===== src/ubf_pkg.sv =====
// Package: register map, field layout, reset values and counts for the baud/FIFO block
`default_nettype none
package ubf_pkg;
    // Register byte addresses on the APB side
    localparam logic [7:0] UBF_ADDR_DATA    = 8'h00;
    localparam logic [7:0] UBF_ADDR_DIV_HI  = 8'h04;
    localparam logic [7:0] UBF_ADDR_DIV_LO  = 8'h08;
    localparam logic [7:0] UBF_ADDR_FCTRL   = 8'h0C;
    localparam logic [7:0] UBF_ADDR_FILL    = 8'h10;
    localparam logic [7:0] UBF_ADDR_CTRL    = 8'h14;
    localparam logic [7:0] UBF_ADDR_STATUS  = 8'h18;
    // Control and status field layout
    localparam int UBF_FC_TRIG_LSB  = 0;
    localparam int UBF_FC_RANGE_BIT = 2;
    localparam int UBF_FC_MOD_LSB   = 3;
    localparam int UBF_CT_ENABLE    = 0;
    localparam int UBF_CT_RIE       = 1;
    localparam int UBF_ST_AVAIL     = 0;
    localparam int UBF_ST_OVERRUN   = 1;
    localparam int UBF_ST_IRQ       = 2;
    localparam int UBF_ST_TXPEND    = 3;
    // Reset values
    localparam logic [7:0] UBF_DIV_RST   = 8'h00;
    localparam logic [5:0] UBF_FCTRL_RST = 6'h00;
    // Sizes
    localparam int UBF_FIFO_DEPTH = 4;
    localparam int UBF_FRAC_W     = 3;
    localparam int UBF_FRAME_BITS = 10;
    localparam int UBF_SHIFT_HOLD = 2;
    // Trigger level codes
    localparam logic [1:0] UBF_TRIG_FULL  = 2'h0;
    localparam logic [1:0] UBF_TRIG_ONE   = 2'h1;
    localparam logic [1:0] UBF_TRIG_TWO   = 2'h2;
    localparam logic [1:0] UBF_TRIG_THREE = 2'h3;
    typedef enum logic [1:0] {
        UBF_RX_IDLE  = 2'b00,
        UBF_RX_START = 2'b01,
        UBF_RX_DATA  = 2'b10,
        UBF_RX_STOP  = 2'b11
    } ubf_rx_state_e;
endpackage
`default_nettype wire


===== src/ubf_mem.sv =====
// Small byte store for the receive FIFO, registered read data
`default_nettype none
module ubf_mem
    import ubf_pkg::*;
#(
    parameter int WIDTH = 8,
    parameter int DEPTH = 4,
    parameter int AW    = 2
) (
    // Clock
    input  wire  logic             pclk,
    // Write port
    input  wire  logic             wr_en,
    input  wire  logic [AW-1:0]    wr_addr,
    input  wire  logic [WIDTH-1:0] wr_data,
    // Read port
    input  wire  logic [AW-1:0]    rd_addr,
    output logic       [WIDTH-1:0] rd_data
);
    logic [WIDTH-1:0] store [DEPTH];

    // Storage has no reset; contents are meaningless until written
    always_ff @(posedge pclk) begin
        if (wr_en) begin
            store[wr_addr] <= wr_data;
        end
    end

    // Registered read data
    always_ff @(posedge pclk) begin
        rd_data <= store[rd_addr];
    end
endmodule
`default_nettype wire


===== src/ubf_baud.sv =====
// Bit-time generator: 16-bit divisor plus 3-bit fractional modulation
`default_nettype none
module ubf_baud
    import ubf_pkg::*;
#(
    parameter int DIV_W = 16
) (
    // Clock and reset
    input  wire  logic             pclk,
    input  wire  logic             presetn,
    // Settings
    input  wire  logic [DIV_W-1:0] divisor,
    input  wire  logic [2:0]       frac_mod,
    input  wire  logic             run,
    input  wire  logic             frame_start,
    // Bit timing
    output logic       [DIV_W-1:0] bit_count,
    output logic                   bit_end
);
    logic [DIV_W-1:0]      cnt_q;
    logic [UBF_FRAC_W-1:0] acc_q;
    logic                  extra_q;
    logic [UBF_FRAC_W:0]   sum;
    logic [DIV_W-1:0]      last;

    assign sum       = {1'b0, acc_q} + {1'b0, frac_mod};
    // Carry lengthens this bit by one clock
    assign last      = extra_q ? divisor : divisor - 16'h0001;
    assign bit_end   = run && (cnt_q >= last);
    assign bit_count = cnt_q;

    // Free-running bit counter, restarts each bit time
    always_ff @(posedge pclk or negedge presetn) begin
        if (!presetn) begin
            cnt_q <= '0;
        end else if (!run || frame_start || bit_end) begin
            cnt_q <= '0;
        end else begin
            cnt_q <= cnt_q + 16'h0001;
        end
    end

    // Fraction accumulator, loaded with frac_mod at each frame start
    always_ff @(posedge pclk or negedge presetn) begin
        if (!presetn) begin
            acc_q   <= '0;
            extra_q <= 1'b0;
        end else if (!run || frame_start) begin
            acc_q   <= frac_mod;
            extra_q <= 1'b0;
        end else if (bit_end) begin
            acc_q   <= sum[UBF_FRAC_W-1:0];
            extra_q <= sum[UBF_FRAC_W];
        end
    end
endmodule
`default_nettype wire


===== src/ubf_top.sv =====
// Baud generator, receive sampler and four-byte receive FIFO behind APB
`default_nettype none
module ubf_top
    import ubf_pkg::*;
#(
    parameter int DEPTH = UBF_FIFO_DEPTH
) (
    // APB slave
    input  wire  logic        pclk,
    input  wire  logic        presetn,
    input  wire  logic        psel,
    input  wire  logic        penable,
    input  wire  logic        pwrite,
    input  wire  logic [7:0]  paddr,
    input  wire  logic [31:0] pwdata,
    output logic       [31:0] prdata,
    output logic              pready,
    output logic              pslverr,
    // Serial pins
    input  wire  logic        serial_in_pin,
    output logic              serial_out_pin,
    // Interrupt request
    output logic              port_irq
);
    ////////////////////////////////////////////////////////////////////////////
    // Register access
    logic        wr_en;
    logic        rd_en;
    logic        mapped;
    logic [7:0]  div_hi_q;
    logic [7:0]  div_lo_q;
    logic [15:0] divisor_q;
    logic [5:0]  fctrl_q;
    logic        enable_q;
    logic        rie_q;
    logic [7:0]  tx_byte_q;
    logic        tx_pend_q;
    logic        overrun_q;
    logic        avail;

    assign wr_en   = psel && penable && pwrite;
    assign rd_en   = psel && penable && !pwrite;
    assign pready  = 1'b1;
    assign mapped  = (paddr == UBF_ADDR_DATA) || (paddr == UBF_ADDR_DIV_HI) ||
                     (paddr == UBF_ADDR_DIV_LO) || (paddr == UBF_ADDR_FCTRL) ||
                     (paddr == UBF_ADDR_FILL) || (paddr == UBF_ADDR_CTRL) ||
                     (paddr == UBF_ADDR_STATUS);
    assign pslverr = psel && penable && !mapped;

    // Divisor bytes; the counter sees a new divisor only on the high write
    always_ff @(posedge pclk or negedge presetn) begin
        if (!presetn) begin
            div_hi_q  <= UBF_DIV_RST;
            div_lo_q  <= UBF_DIV_RST;
            divisor_q <= {UBF_DIV_RST, UBF_DIV_RST};
        end else if (wr_en && paddr == UBF_ADDR_DIV_LO) begin
            div_lo_q <= pwdata[7:0];
        end else if (wr_en && paddr == UBF_ADDR_DIV_HI) begin
            div_hi_q  <= pwdata[7:0];
            divisor_q <= {pwdata[7:0], div_lo_q};
        end
    end

    // Control registers survive a port disable
    always_ff @(posedge pclk or negedge presetn) begin
        if (!presetn) begin
            fctrl_q  <= UBF_FCTRL_RST;
            enable_q <= 1'b0;
            rie_q    <= 1'b0;
        end else if (wr_en && paddr == UBF_ADDR_FCTRL) begin
            fctrl_q <= pwdata[5:0];
        end else if (wr_en && paddr == UBF_ADDR_CTRL) begin
            enable_q <= pwdata[UBF_CT_ENABLE];
            rie_q    <= pwdata[UBF_CT_RIE];
        end
    end

    ////////////////////////////////////////////////////////////////////////////
    // Baud timing
    logic        frame_go;
    logic        bit_end;
    logic [15:0] bit_count;
    logic [15:0] half;
    logic        smp_a;
    logic        smp_b;
    logic        smp_c;
    logic        fctrl_range;

    assign fctrl_range = fctrl_q[UBF_FC_RANGE_BIT];
    assign half        = {1'b0, divisor_q[15:1]};

    ubf_baud #(
        .DIV_W(16)
    ) u_baud (
        .pclk       (pclk),
        .presetn    (presetn),
        .divisor    (divisor_q),
        .frac_mod   (fctrl_q[UBF_FC_MOD_LSB +: 3]),
        .run        (enable_q),
        .frame_start(frame_go),
        .bit_count  (bit_count),
        .bit_end    (bit_end)
    );

    // Three sampling points per bit; range select moves the first two, the third is fixed
    assign smp_a = bit_count == (fctrl_range ? half - 16'h0001 : half);
    assign smp_b = bit_count == (fctrl_range ? half : half + 16'h0001);
    assign smp_c = bit_count == half + 16'h0002;

    ////////////////////////////////////////////////////////////////////////////
    // Receiver sampling and frame sequencing
    ubf_rx_state_e rx_st_q;
    logic [3:0]    bit_idx_q;
    logic [1:0]    votes_q;
    logic          vote;
    logic [7:0]    rx_shift_q;
    logic          rx_done;
    logic          tx_busy_q;
    logic [3:0]    tx_idx_q;
    logic [9:0]    tx_frame_q;

    // Two of three samples high; the pin at bit end is not a fourth vote
    assign vote     = votes_q[1];
    assign frame_go = (rx_st_q == UBF_RX_IDLE && enable_q && !serial_in_pin && !tx_busy_q) ||
                      (!tx_busy_q && tx_pend_q && rx_st_q == UBF_RX_IDLE && serial_in_pin);
    assign rx_done  = rx_st_q == UBF_RX_STOP && bit_end;

    // Majority vote over the three samples
    always_ff @(posedge pclk or negedge presetn) begin
        if (!presetn) begin
            votes_q <= 2'h0;
        end else if (bit_end || frame_go) begin
            votes_q <= 2'h0;
        end else if (smp_a || smp_b || smp_c) begin
            if (serial_in_pin) begin
                votes_q <= (votes_q == 2'h0) ? 2'h1 : 2'h2;
            end
        end
    end

    // Receive state machine; one start, eight data, one stop
    always_ff @(posedge pclk or negedge presetn) begin
        if (!presetn) begin
            rx_st_q    <= UBF_RX_IDLE;
            bit_idx_q  <= 4'h0;
            rx_shift_q <= 8'h00;
        end else if (!enable_q) begin
            rx_st_q   <= UBF_RX_IDLE;
            bit_idx_q <= 4'h0;
        end else begin
            case (rx_st_q)
                UBF_RX_IDLE: begin
                    if (!serial_in_pin && !tx_busy_q) begin
                        rx_st_q <= UBF_RX_START;
                    end
                end
                UBF_RX_START: begin
                    if (bit_end) begin
                        rx_st_q   <= vote ? UBF_RX_IDLE : UBF_RX_DATA;
                        bit_idx_q <= 4'h0;
                    end
                end
                UBF_RX_DATA: begin
                    if (bit_end) begin
                        rx_shift_q <= {vote, rx_shift_q[7:1]};
                        bit_idx_q  <= bit_idx_q + 4'h1;
                        if (bit_idx_q == 4'h7) begin
                            rx_st_q <= UBF_RX_STOP;
                        end
                    end
                end
                UBF_RX_STOP: begin
                    if (bit_end) begin
                        rx_st_q <= UBF_RX_IDLE;
                    end
                end
                default: rx_st_q <= UBF_RX_IDLE;
            endcase
        end
    end

    ////////////////////////////////////////////////////////////////////////////
    // Transmit path; data register write is the serial output byte
    always_ff @(posedge pclk or negedge presetn) begin
        if (!presetn) begin
            tx_byte_q <= 8'h00;
            tx_pend_q <= 1'b0;
        end else if (!enable_q) begin
            tx_pend_q <= 1'b0;
        end else if (wr_en && paddr == UBF_ADDR_DATA) begin
            tx_byte_q <= pwdata[7:0];
            tx_pend_q <= 1'b1;
        end else if (frame_go && tx_pend_q && serial_in_pin) begin
            tx_pend_q <= 1'b0;
        end
    end

    // Shift out LSB first; idle line is high
    always_ff @(posedge pclk or negedge presetn) begin
        if (!presetn) begin
            tx_busy_q  <= 1'b0;
            tx_idx_q   <= 4'h0;
            tx_frame_q <= 10'h3FF;
        end else if (!enable_q) begin
            tx_busy_q  <= 1'b0;
            tx_frame_q <= 10'h3FF;
        end else if (!tx_busy_q && tx_pend_q && rx_st_q == UBF_RX_IDLE && serial_in_pin) begin
            tx_busy_q  <= 1'b1;
            tx_idx_q   <= 4'h0;
            tx_frame_q <= {1'b1, tx_byte_q, 1'b0};
        end else if (tx_busy_q && bit_end) begin
            tx_frame_q <= {1'b1, tx_frame_q[9:1]};
            tx_idx_q   <= tx_idx_q + 4'h1;
            if (tx_idx_q == 4'(UBF_FRAME_BITS - 1)) begin
                tx_busy_q <= 1'b0;
            end
        end
    end
    assign serial_out_pin = tx_frame_q[0];

    ////////////////////////////////////////////////////////////////////////////
    // Receive FIFO with two shift-stage holding slots beyond it
    logic [1:0] wptr_q;
    logic [1:0] rptr_q;
    logic [2:0] fill_q;
    logic [1:0] hold_cnt_q;
    logic [7:0] hold_q [UBF_SHIFT_HOLD];
    logic       pop;
    logic       push;
    logic [7:0] push_data;
    logic [7:0] mem_rd;

    assign pop       = rd_en && paddr == UBF_ADDR_DATA && fill_q != 3'h0;
    // A byte landing while a full FIFO is read with the holding stage empty takes the slot the read frees
    assign push      = (rx_done && (fill_q != 3'(DEPTH) || (pop && hold_cnt_q == 2'h0))) ||
                       (pop && hold_cnt_q != 2'h0);
    assign push_data = (hold_cnt_q != 2'h0) ? hold_q[0] : rx_shift_q;

    ubf_mem #(
        .WIDTH(8),
        .DEPTH(DEPTH),
        .AW   (2)
    ) u_mem (
        .pclk   (pclk),
        .wr_en  (push),
        .wr_addr(wptr_q),
        .wr_data(push_data),
        .rd_addr(pop ? rptr_q + 2'h1 : rptr_q),
        .rd_data(mem_rd)
    );

    // Pointers and fill count; enable low empties everything
    always_ff @(posedge pclk or negedge presetn) begin
        if (!presetn) begin
            wptr_q <= 2'h0;
            rptr_q <= 2'h0;
            fill_q <= 3'h0;
        end else if (!enable_q || (wr_en && paddr == UBF_ADDR_CTRL && pwdata[UBF_CT_ENABLE])) begin
            wptr_q <= 2'h0;
            rptr_q <= 2'h0;
            fill_q <= 3'h0;
        end else begin
            if (push) begin
                wptr_q <= wptr_q + 2'h1;
            end
            if (pop) begin
                rptr_q <= rptr_q + 2'h1;
            end
            if (push && !pop) begin
                fill_q <= fill_q + 3'h1;
            end else if (pop && !push) begin
                fill_q <= fill_q - 3'h1;
            end
        end
    end

    // Overflow bytes wait in the shift stage; count stays at four
    always_ff @(posedge pclk or negedge presetn) begin
        if (!presetn) begin
            hold_cnt_q <= 2'h0;
            hold_q[0]  <= 8'h00;
            hold_q[1]  <= 8'h00;
            overrun_q  <= 1'b0;
        end else if (!enable_q) begin
            hold_cnt_q <= 2'h0;
            overrun_q  <= 1'b0;
        end else if (rx_done && fill_q == 3'(DEPTH) && !pop) begin
            if (hold_cnt_q == 2'(UBF_SHIFT_HOLD)) begin
                overrun_q <= 1'b1;
            end else begin
                hold_q[hold_cnt_q[0]] <= rx_shift_q;
                hold_cnt_q            <= hold_cnt_q + 2'h1;
            end
        end else if (pop && hold_cnt_q != 2'h0) begin
            hold_q[0] <= hold_q[1];
            // New byte refills the stage the read just drained
            if (rx_done) begin
                hold_q[hold_cnt_q[1]] <= rx_shift_q;
            end else begin
                hold_cnt_q <= hold_cnt_q - 2'h1;
            end
        end else if (rd_en && paddr == UBF_ADDR_STATUS) begin
            overrun_q <= 1'b0;
        end
    end

    ////////////////////////////////////////////////////////////////////////////
    // Trigger level and interrupt request
    always_comb begin
        case (fctrl_q[UBF_FC_TRIG_LSB +: 2])
            UBF_TRIG_FULL:  avail = fill_q == 3'(DEPTH);
            UBF_TRIG_ONE:   avail = fill_q >= 3'h1;
            UBF_TRIG_TWO:   avail = fill_q >= 3'h2;
            UBF_TRIG_THREE: avail = fill_q >= 3'h3;
            default:        avail = 1'b0;
        endcase
    end
    assign port_irq = rie_q && (avail || overrun_q);

    ////////////////////////////////////////////////////////////////////////////
    // Read data, unimplemented bits read zero; fill count ignores writes
    always_comb begin
        prdata = 32'h0000_0000;
        case (paddr)
            UBF_ADDR_DATA:   prdata[7:0] = mem_rd;
            UBF_ADDR_DIV_HI: prdata[7:0] = div_hi_q;
            UBF_ADDR_DIV_LO: prdata[7:0] = div_lo_q;
            UBF_ADDR_FCTRL:  prdata[5:0] = fctrl_q;
            UBF_ADDR_FILL:   prdata[2:0] = fill_q;
            UBF_ADDR_CTRL:   prdata[1:0] = {rie_q, enable_q};
            UBF_ADDR_STATUS: prdata[3:0] = {tx_pend_q, port_irq, overrun_q, avail};
            default:         prdata = 32'h0000_0000;
        endcase
    end

    ////////////////////////////////////////////////////////////////////////////
    // Checks
    property p_fill_max;
        @(posedge pclk) disable iff (!presetn) fill_q <= 3'(DEPTH);
    endproperty
    a_fill_max: assert property (p_fill_max) else $error("fill count above four");

    property p_disable_clears;
        @(posedge pclk) disable iff (!presetn) !enable_q |=> fill_q == 3'h0;
    endproperty
    a_disable_clears: assert property (p_disable_clears) else $error("fill not cleared");

    property p_irq_gate;
        @(posedge pclk) disable iff (!presetn) !rie_q |-> !port_irq;
    endproperty
    a_irq_gate: assert property (p_irq_gate) else $error("irq without enable");

    property p_irq_avail;
        @(posedge pclk) disable iff (!presetn) (rie_q && avail) |-> port_irq;
    endproperty
    a_irq_avail: assert property (p_irq_avail) else $error("irq missing");

    property p_push_count;
        @(posedge pclk) disable iff (!presetn)
            (enable_q && push && !pop && !wr_en) |=> fill_q == $past(fill_q) + 3'h1;
    endproperty
    a_push_count: assert property (p_push_count) else $error("count not incremented");

    property p_pop_count;
        @(posedge pclk) disable iff (!presetn)
            (enable_q && pop && !push) |=> fill_q == $past(fill_q) - 3'h1;
    endproperty
    a_pop_count: assert property (p_pop_count) else $error("count not decremented");

    property p_lo_pending;
        @(posedge pclk) disable iff (!presetn)
            (wr_en && paddr == UBF_ADDR_DIV_LO) |=> $stable(divisor_q);
    endproperty
    a_lo_pending: assert property (p_lo_pending) else $error("divisor moved on low write");

    property p_full_trig;
        @(posedge pclk) disable iff (!presetn)
            (fctrl_q[1:0] == UBF_TRIG_FULL && fill_q != 3'(DEPTH)) |-> !avail;
    endproperty
    a_full_trig: assert property (p_full_trig) else $error("flag early at level 00");
endmodule
`default_nettype wire


===== config.mk =====
export PLATFORM = sky130hd
export DESIGN_NAME = ubf_top
export DESIGN_NICKNAME = d
export VERILOG_FILES = /design/src/ubf_pkg.sv /design/src/ubf_mem.sv /design/src/ubf_baud.sv /design/src/ubf_top.sv
export SDC_FILE = /design/constraint.sdc
export NUM_CORES = 1
export LEC_CHECK = 0
export ABC_AREA = 1
export BUFFER_PORTS_ARGS = -buffer_cell sky130_fd_sc_hd__buf_2
export CORE_ASPECT_RATIO = 1.25
export CORE_MARGIN = 4
export CORE_UTILIZATION = 61
export CTS_CLUSTER_SIZE = 28
export DETAILED_ROUTE_END_ITERATION = 7
export PLACE_DENSITY_LB_ADDON = 0.3
export SKIP_CTS_REPAIR_TIMING = 1
export SYNTH_ARGS = -nofsm -noshare
export SYNTH_HDL_FRONTEND = slang
export SYNTH_HIERARCHICAL = 1
export SYNTH_SLANG_ARGS = --single-unit

===== constraint.sdc =====
create_clock -name pclk -period 5.1 [get_ports pclk]
set_input_delay 0.765 -clock pclk [delete_from_list [all_inputs] [get_ports pclk]]
set_output_delay 0.765 -clock pclk [all_outputs]
set_load 0.02 [all_outputs]

==> results of run 1 <==
## worst max path at each step
| stage | end | start |
|---|---|---|
| 6_report | hold_q[4] | divisor_q[1] |
| 4_1_cts | hold_q[4] | divisor_q[1] |
| 3_3_place_gp | hold_q[4] | divisor_q[1] |
| 2_1_floorplan | u_mem/store[0][0] | divisor_q[1] |
| 3_5_place_dp | hold_q[4] | divisor_q[1] |
| 5_1_grt | hold_q[4] | divisor_q[2] |
## Yosys cell counts (3+ instances only)
cell and instances:
a21oi_1 37, a221oi_1 5, buf_2 13, buf_4 27
buf_6 4, clkbuf_1 10, dfrtp_1 108, dfstp_2 9
dfxtp_1 8, edfxtp_1 32, ha_1 34, inv_1 196
inv_2 7, inv_4 3, nand2_1 392, nand2_2 6
nand2_4 3, nand3_1 86, nand3_2 3, nand3b_1 6
nand4_1 22, nor2_1 104, nor2_2 21, nor2_4 6
nor3_1 20, o211ai_1 4, o21ai_0 112, o21ai_2 3
o22ai_1 6, xnor2_1 22, xor2_1 36
## power by group
group / total [W] / switching [W] / internal (W)
clock: 0.00127 / 0.000569 / 0.000698
sequential: 0.00150 / 0.000104 / 0.00139
combinational: 0.000609 / 0.000391 / 0.000218
## flip-flops by register name, summed over array words and instances (netlist names), 4 cells and up
register,count
u_mem/store,32
tx_frame_q,9
tx_byte_q,8
tx_idx_q,4
divisor_q,8
u_mem/rd_data,8
u_baud/bit_count,16
rx_shift_q,8
div_lo_q,8
bit_idx_q,4
fctrl_q,6
hold_q,16
div_hi_q,8
## logic make-up (layout without fill, tap and decap cells)
family          after synthesis  in the layout  synth area share
flops                       157            157            0.3985
compound gates              181            181           0.09983
simple gates                678            678            0.2937
buf+inv                     263            283            0.1127
fa+ha+maj                    35             35           0.04371
mux                           1              1         0.0009824
xor+xnor                     58             58           0.04985
other cells                   2             25         0.0007370
## final cells by class
cell class	count	area (um2)	area share
Clock buffer	17	425.4	0.03858
Tap cell	216	270.3	0.02451
Timing Repair Buffer	42	237.7	0.02156
Clock inverter	15	167.7	0.01520
Inverter	209	798.3	0.07239
Sequential cell	157	4060	0.3682
Multi-Input combinational cell	978	5067	0.4595
## worst register-to-register path, stage by stage, from the launching register on
cell	delay, ps
dfrtp_1	520
inv_1	110
ha_1	170
nand2_1	80
nor4_1	400
nand2_1	120
xor2_1	170
ha_1	280
nand2_1	50
inv_1	70
nand3_1	70
nor2_1	120
nand2_2	140
a21oi_1	340
inv_2	60
nor2_2	210
inv_2	100
nor2_4	120
nand2_4	100
nor2_2	190
clkinv_2	200
o21ai_4	170
nand2_4	140
nor2_1	140
a21oi_1	60
## metal layers
layer  part of all wire  global-route usage
met2               0.50              0.4447
met4              0.044              0.1309
met5                  0                   0
met3              0.055             0.04716
met1               0.40              0.3395
## through the flow
step | instances | worst slack [ps] | util | total power (W) | area [um2]
global placement | 1602 | 1068 | 0.6389 | 0.002096 | 10430
CTS | 1634 | 946.6 | 0.6752 | 0.003391 | 11030
detailed placement | 1602 | 980.8 | 0.6389 | 0.002122 | 10430
global route | 1634 | 473.5 | 0.6752 | 0.003538 | 11030
floorplan | 1398 | 1233 | - | 0.001976 | 10280
finish | 1634 | 870.1 | 0.6752 | 0.003373 | 11030
==> flow_metrics.tcl, run 1 <==
set metrics [dict create \
    outcome "finished clean" \
    max_freq_mhz 236.4 \
    path_depth 24 \
    crit_top_cell "nand2_1" \
    crit_path_cell_trace "inv_1, ha_1, nand2_1, nor4_1, nand2_1, xor2_1, ha_1, nand2_1, inv_1, nand3_1, nor2_1, nand2_2, a21oi_1, inv_2, nor2_2, inv_2, nor2_4, nand2_4, nor2_2, clkinv_2, o21ai_4, nand2_4, nor2_1, a21oi_1" \
    yosys_warnings 6 \
    antenna_found_initial 0 \
    slew_violations 0 \
    seq_area_frac_synth 0.3985 \
    maxSlewHeadroom 0.3315 \
    worstMarginPinSlew_ps 1003 \
    netlist.area_leader.share 0.2652 \
    synthCells 1375 \
    start_util 0.6240 \
    cp_top_family "simple AND/OR/NAND/NOR gates" \
    min_to "hold_q[10]" \
    cts-buffers-inserted 17 \
    p_per_area_nw_per_um2 305.9 \
    critical-path-max-stage-delay_ps 520 \
    area.growth.synth_to_final_pct 8.214 \
    wl_um 24210 \
    path_buf_inv 5 \
    grt_pass1_wl_um 40570 \
    layout_common_cells "nand2_1, inv_1, o21ai_0, dfrtp_1, nor2_1" \
    ys_ff_latch 157 \
    fillers 1405 \
    crit_path_end_kind "register" \
    timing.rr.end "hold_q[4]" \
    io-pin-count 82 \
    n_antenna_cell 0 \
    floorplan.rows 52 \
    cts_buffer_depth 2 \
    grt_use_total 0.2699 \
    synth_area_leaders "dfrtp_1, nand2_1, edfxtp_1" \
    dp_hpwl_um 18170 \
    num_vias 8881 \
    path_class "reg2reg" \
    r2r-start "divisor_q[1]" \
    grt_max_degree 80 \
    port_buffers 32 \
    cts_tree "built" \
    cp_data_required_time_ps 5420 \
    hp-start "hold_q[10]" \
    synth_cell_types 54 \
    leakagePower_nw 5.662 \
    fin_crit_sh 0.8294 \
    die_h_um 152.5 \
    drive_gt1_frac 0.1044 \
    post_drt_via_cell_ratio 5.435 \
    yosys.area.top_type "dfrtp_1" \
    drcViolationCount 0 \
    async_flop_share 0.7452 \
    start_kind "register" \
    synth_flop_cell "dfrtp_1" \
    root_buffer "clkbuf_16" \
    worst-path-max-fanout 10 \
    clock_skew_ps 8.345 \
    ff2ff_path_depth 24 \
    min_path_cells 2 \
    place_congestion 0.9667 \
    rsz0062_at_grt "false" \
    crit_path_top_delay_cell "dfrtp_1" \
    hp-class "reg2reg" \
    setup-violations-final 0 \
    setup_tns_ps 0 \
    hold_ws_ps 476.7 \
    peakVddDrop_mv 0.2681 \
    syn_area_per_cell_um2 7.411 \
    synth_edf_count 32 \
    dieWidth_um 123.6 \
    period_needed_ps 4230 \
    grt_pass1_vias 8522 \
    cts.clk_slew.worst_paths_ps 70 \
    routedWlPerCell_um 14.82 \
    cap_violations 0 \
    die_area_um2 18850 \
    final_common_cell "nand2_1" \
    ant_nets 0 \
    rrSetupSlack_ps 870 \
    cts_sinks 157 \
    finalHoldViolCount 0 \
    synthesis.area_um2 10190 \
    grt-ovfl-total 0 \
    fin_nets 1486 \
    cts_htree_levels 4 \
    coreArea_um2 16330 \
    dr.pass1.iters 5 \
    critPathArrivalTime_ps 4550 \
    clock_latency_ps 430 \
    drt-initial-drc-count 719 \
]
(Power assumes the default switching activity.)
==> run 2: changes to the inputs <==
ABC_AREA = 0   (was 1)
CORE_UTILIZATION = 55   (was 61)
clock period = 3.8 ns   (was 5.1 ns; I/O delays follow)
==> flow_metrics.tcl, run 2 <==
set metrics [dict create \
    outcome "complete, but fails checks" \
    failed_checks "setup timing" \
    clock_latency_ps 430 \
    grt_max_degree 51 \
    cap_violations 0 \
    cp-endpoint "u_mem/store[0][5]" \
    power.internal_w 0.002956 \
    post_dp_cell_area_um2 10130 \
    path_depth 17 \
    dr.pass1.iters 7 \
    finalHoldViolCount 0 \
    timing.rr.end "u_mem/store[0][5]" \
    dr_wl_met3_um 981 \
    p_per_area_nw_per_um2 385.3 \
    yosys_warnings 6 \
    synth_cell_types 76 \
    post_drt_via_cell_ratio 5.852 \
    crit_path_end_kind "register" \
    worstMarginPinSlew_ps 721.7 \
    io-pin-count 82 \
    setup_ws_ps -53.41 \
    grt-ovfl-total 0 \
    setup-violations-final 26 \
    synth_area_leaders "dfrtp_1, edfxtp_1, mux2_2" \
    start_kind "register" \
    switchingPower_w 0.001279 \
    antenna_found_initial 0 \
    floorplan.rows 53 \
    yosysMostFrequentCell "nand2_1" \
    coreArea_um2 16910 \
    period_needed_ps 3853 \
    synthCells 961 \
    fin_nets 1107 \
    yosys.area.top_type "dfrtp_1" \
    regMostFlops "u_mem/store" \
    async_flop_share 0.7452 \
    switching_share 0.3020 \
    drt-initial-drc-count 631 \
    final_common_cell "nand2_1" \
    critPathArrivalTime_ps 4000 \
    largest_register_ff_count 32 \
    place_inst 1216 \
    dieWidth_um 125.9 \
    root_buffer "clkbuf_16" \
    final_cell_area_um2 10990 \
    comb_power_share 0.141 \
    slew_violations 0 \
    port_buffers 32 \
    worst-path-max-fanout 5 \
    cp_data_required_time_ps 3940 \
    area.growth.synth_to_final_pct 15.06 \
    ant_nets 0 \
    seq_area_frac_synth 0.4251 \
    netlist.area_leader.share 0.2829 \
    place_congestion 0.9188 \
    fillers 1376 \
    r2r-start "divisor_q[3]" \
    routedWlPerCell_um 18.34 \
    maxSlewHeadroom 0.5171 \
    start_util 0.5649 \
    ys_ff_latch 157 \
    cts_tree "built" \
    cts.clk_slew.worst_paths_ps 80 \
    rsz0062_at_grt "true" \
    clock_skew_ps 16.72 \
    grt_pass1_wl_um 36520 \
    utilization 0.6499 \
    crit_path_cell_trace "nor4_4, and3_4, and3_4, nand3b_1, xor2_1, ha_1, and4_4, nand2_1, or4_4, nand3_4, and2_4, nand3_4, nor2_2, a211oi_2, a21oi_4, nor3b_4, buf_6" \
    p_seq_frac 0.453 \
    synth_edf_count 32 \
    dr.max_layer_used "met4" \
    clkPwrFrac 0.406 \
    n_antenna_cell 0 \
    ff2ff_path_depth 17 \
    crit_start "divisor_q[3]" \
    dp_hpwl_um 16720 \
    fin_cells 1259 \
    hp-class "in2async" \
    path_buf_inv 1 \
    layout_common_cells "nand2_1, dfrtp_1, nor2_1, mux2_2, buf_4" \
    leakagePower_nw 4.763 \
    fin_crit_sh 1.014 \
    peakVddDrop_mv 0.2861 \
    max_freq_mhz 259.5 \
    synthesis.area_um2 9552 \
    wl_met2_um 11980 \
    die_h_um 155.3 \
    drive_gt1_frac 0.2512 \
    drcViolationCount 0 \
    cts_sinks 157 \
    critical-path-max-stage-delay_ps 440 \
    cts_buffer_depth 2 \
    grt_pass1_vias 6995 \
    crit_path_top_delay_cell "or4_4" \
    cts_htree_levels 4 \
    wl_um 23100 \
    syn_area_per_cell_um2 9.939 \
    cp_top_family "simple AND/OR/NAND/NOR gates" \
    cts-buffers-inserted 17 \
    path_class "reg2reg" \
    rrSetupSlack_ps -50 \
    ys_top_cells_by_count "nand2_1, dfrtp_1, nor2_1, mux2_2, o21ai_0" \
    num_vias 7368 \
    die_area_um2 19550 \
    grt_use_total 0.2359 \
    drt-met1-wl_um 9307 \
    synth_flop_cell "dfrtp_1" \
]
==> run 2: changes by cell type in the layout (fill, tap and decap cells not counted), sizes merged, moves of 10 or more <==
cell	change
nand2	-288
a22oi	+13
and3	+11
mux4	+10
buf	+49
xnor2	+19
mux2i	+20
nor2b	+12
nor4	+14
nand3	-48
nor2	-55
inv	-184
o21ai	-63
mux2	+60
==> run 2: per-stage QoR <==
| step | setup WS [ps] | power, W | setup TNS (ps) | hold WS, ps |
|---|---|---|---|---|
| 5_1_grt | -233.0 | 0.004422 | -9448 | 148.3 |
| 2_1_floorplan | -76.51 | 0.002373 | -612.0 | 274.4 |
| 3_3_place_gp | -17.00 | 0.002521 | -248.9 | 457.7 |
| 6_report | -53.41 | 0.004234 | -719.0 | 119.2 |
| 3_5_place_dp | -98.86 | 0.002540 | -2893 | 466.5 |
| 4_1_cts | -170.3 | 0.004255 | -6125 | 127.2 |
==> run 2: cell type report <==
class / instances / area, um2 / area share
tap: 220 / 275.3 / 0.02505
clock inverter: 14 / 162.7 / 0.01480
clock buffer: 18 / 450.4 / 0.04098
timing repair buffer: 91 / 664.4 / 0.06045
sequential: 157 / 4061 / 0.3695
inverter: 22 / 82.58 / 0.007514
multi-input combinational: 737 / 5294 / 0.4817
==> run 2: per-layer routing <==
metal / global-route usage / up-vias
li1: - / 3538
met4: 0.1048 / 0
met3: 0.04327 / 51
met5: 0 / -
met2: 0.4064 / 197
met1: 0.2902 / 3582
==> run 2: worst min path at each step <==
| stage | startpoint | endpoint | slack, ps | depth (start not counted) |
|---|---|---|---|---|
| 2_1_floorplan | presetn | bit_idx_q[0] | 270 | 0 |
| 3_3_place_gp | hold_q[10] | hold_q[10] | 460 | 2 |
| 3_5_place_dp | hold_q[12] | hold_q[12] | 470 | 2 |
| 4_1_cts | presetn | hold_q[0] | 130 | 1 |
| 5_1_grt | presetn | hold_q[0] | 150 | 1 |
| 6_report | presetn | hold_q[0] | 120 | 1 |
==> run 2: cell families after synthesis <==
kind of cell | count (synthesis) | share of synthesized area
AOI/OAI and AO/OA | 149 | 0.09641
xor gates and xnor gates | 73 | 0.06694
adders and majority gates | 35 | 0.04663
buffers and inverters | 90 | 0.04912
DFF | 157 | 0.4251
muxes | 91 | 0.1175
other | 2 | 0.0007863
and+or+nand+nor | 364 | 0.1975
==> run 2: worst reg2reg max path, stage by stage (launching register included) <==
cell,delay (ps)
dfrtp_1,410
nor4_4,310
and3_4,240
and3_4,200
nand3b_1,100
xor2_1,170
ha_1,310
and4_4,220
nand2_1,50
or4_4,440
nand3_4,100
and2_4,180
nand3_4,80
nor2_2,120
a211oi_2,60
a21oi_4,170
nor3b_4,250
buf_6,160
==> run 2: power groups by stage <==
stage	Clock [W]	Combinational, W	Sequential [W]
3_5_place_dp	0	0.000590	0.00195
4_1_cts	0.00174	0.000594	0.00192
3_3_place_gp	0	0.000573	0.00195
6_report	0.00172	0.000599	0.00192
5_1_grt	0.00181	0.000679	0.00194
2_1_floorplan	0	0.000484	0.00189
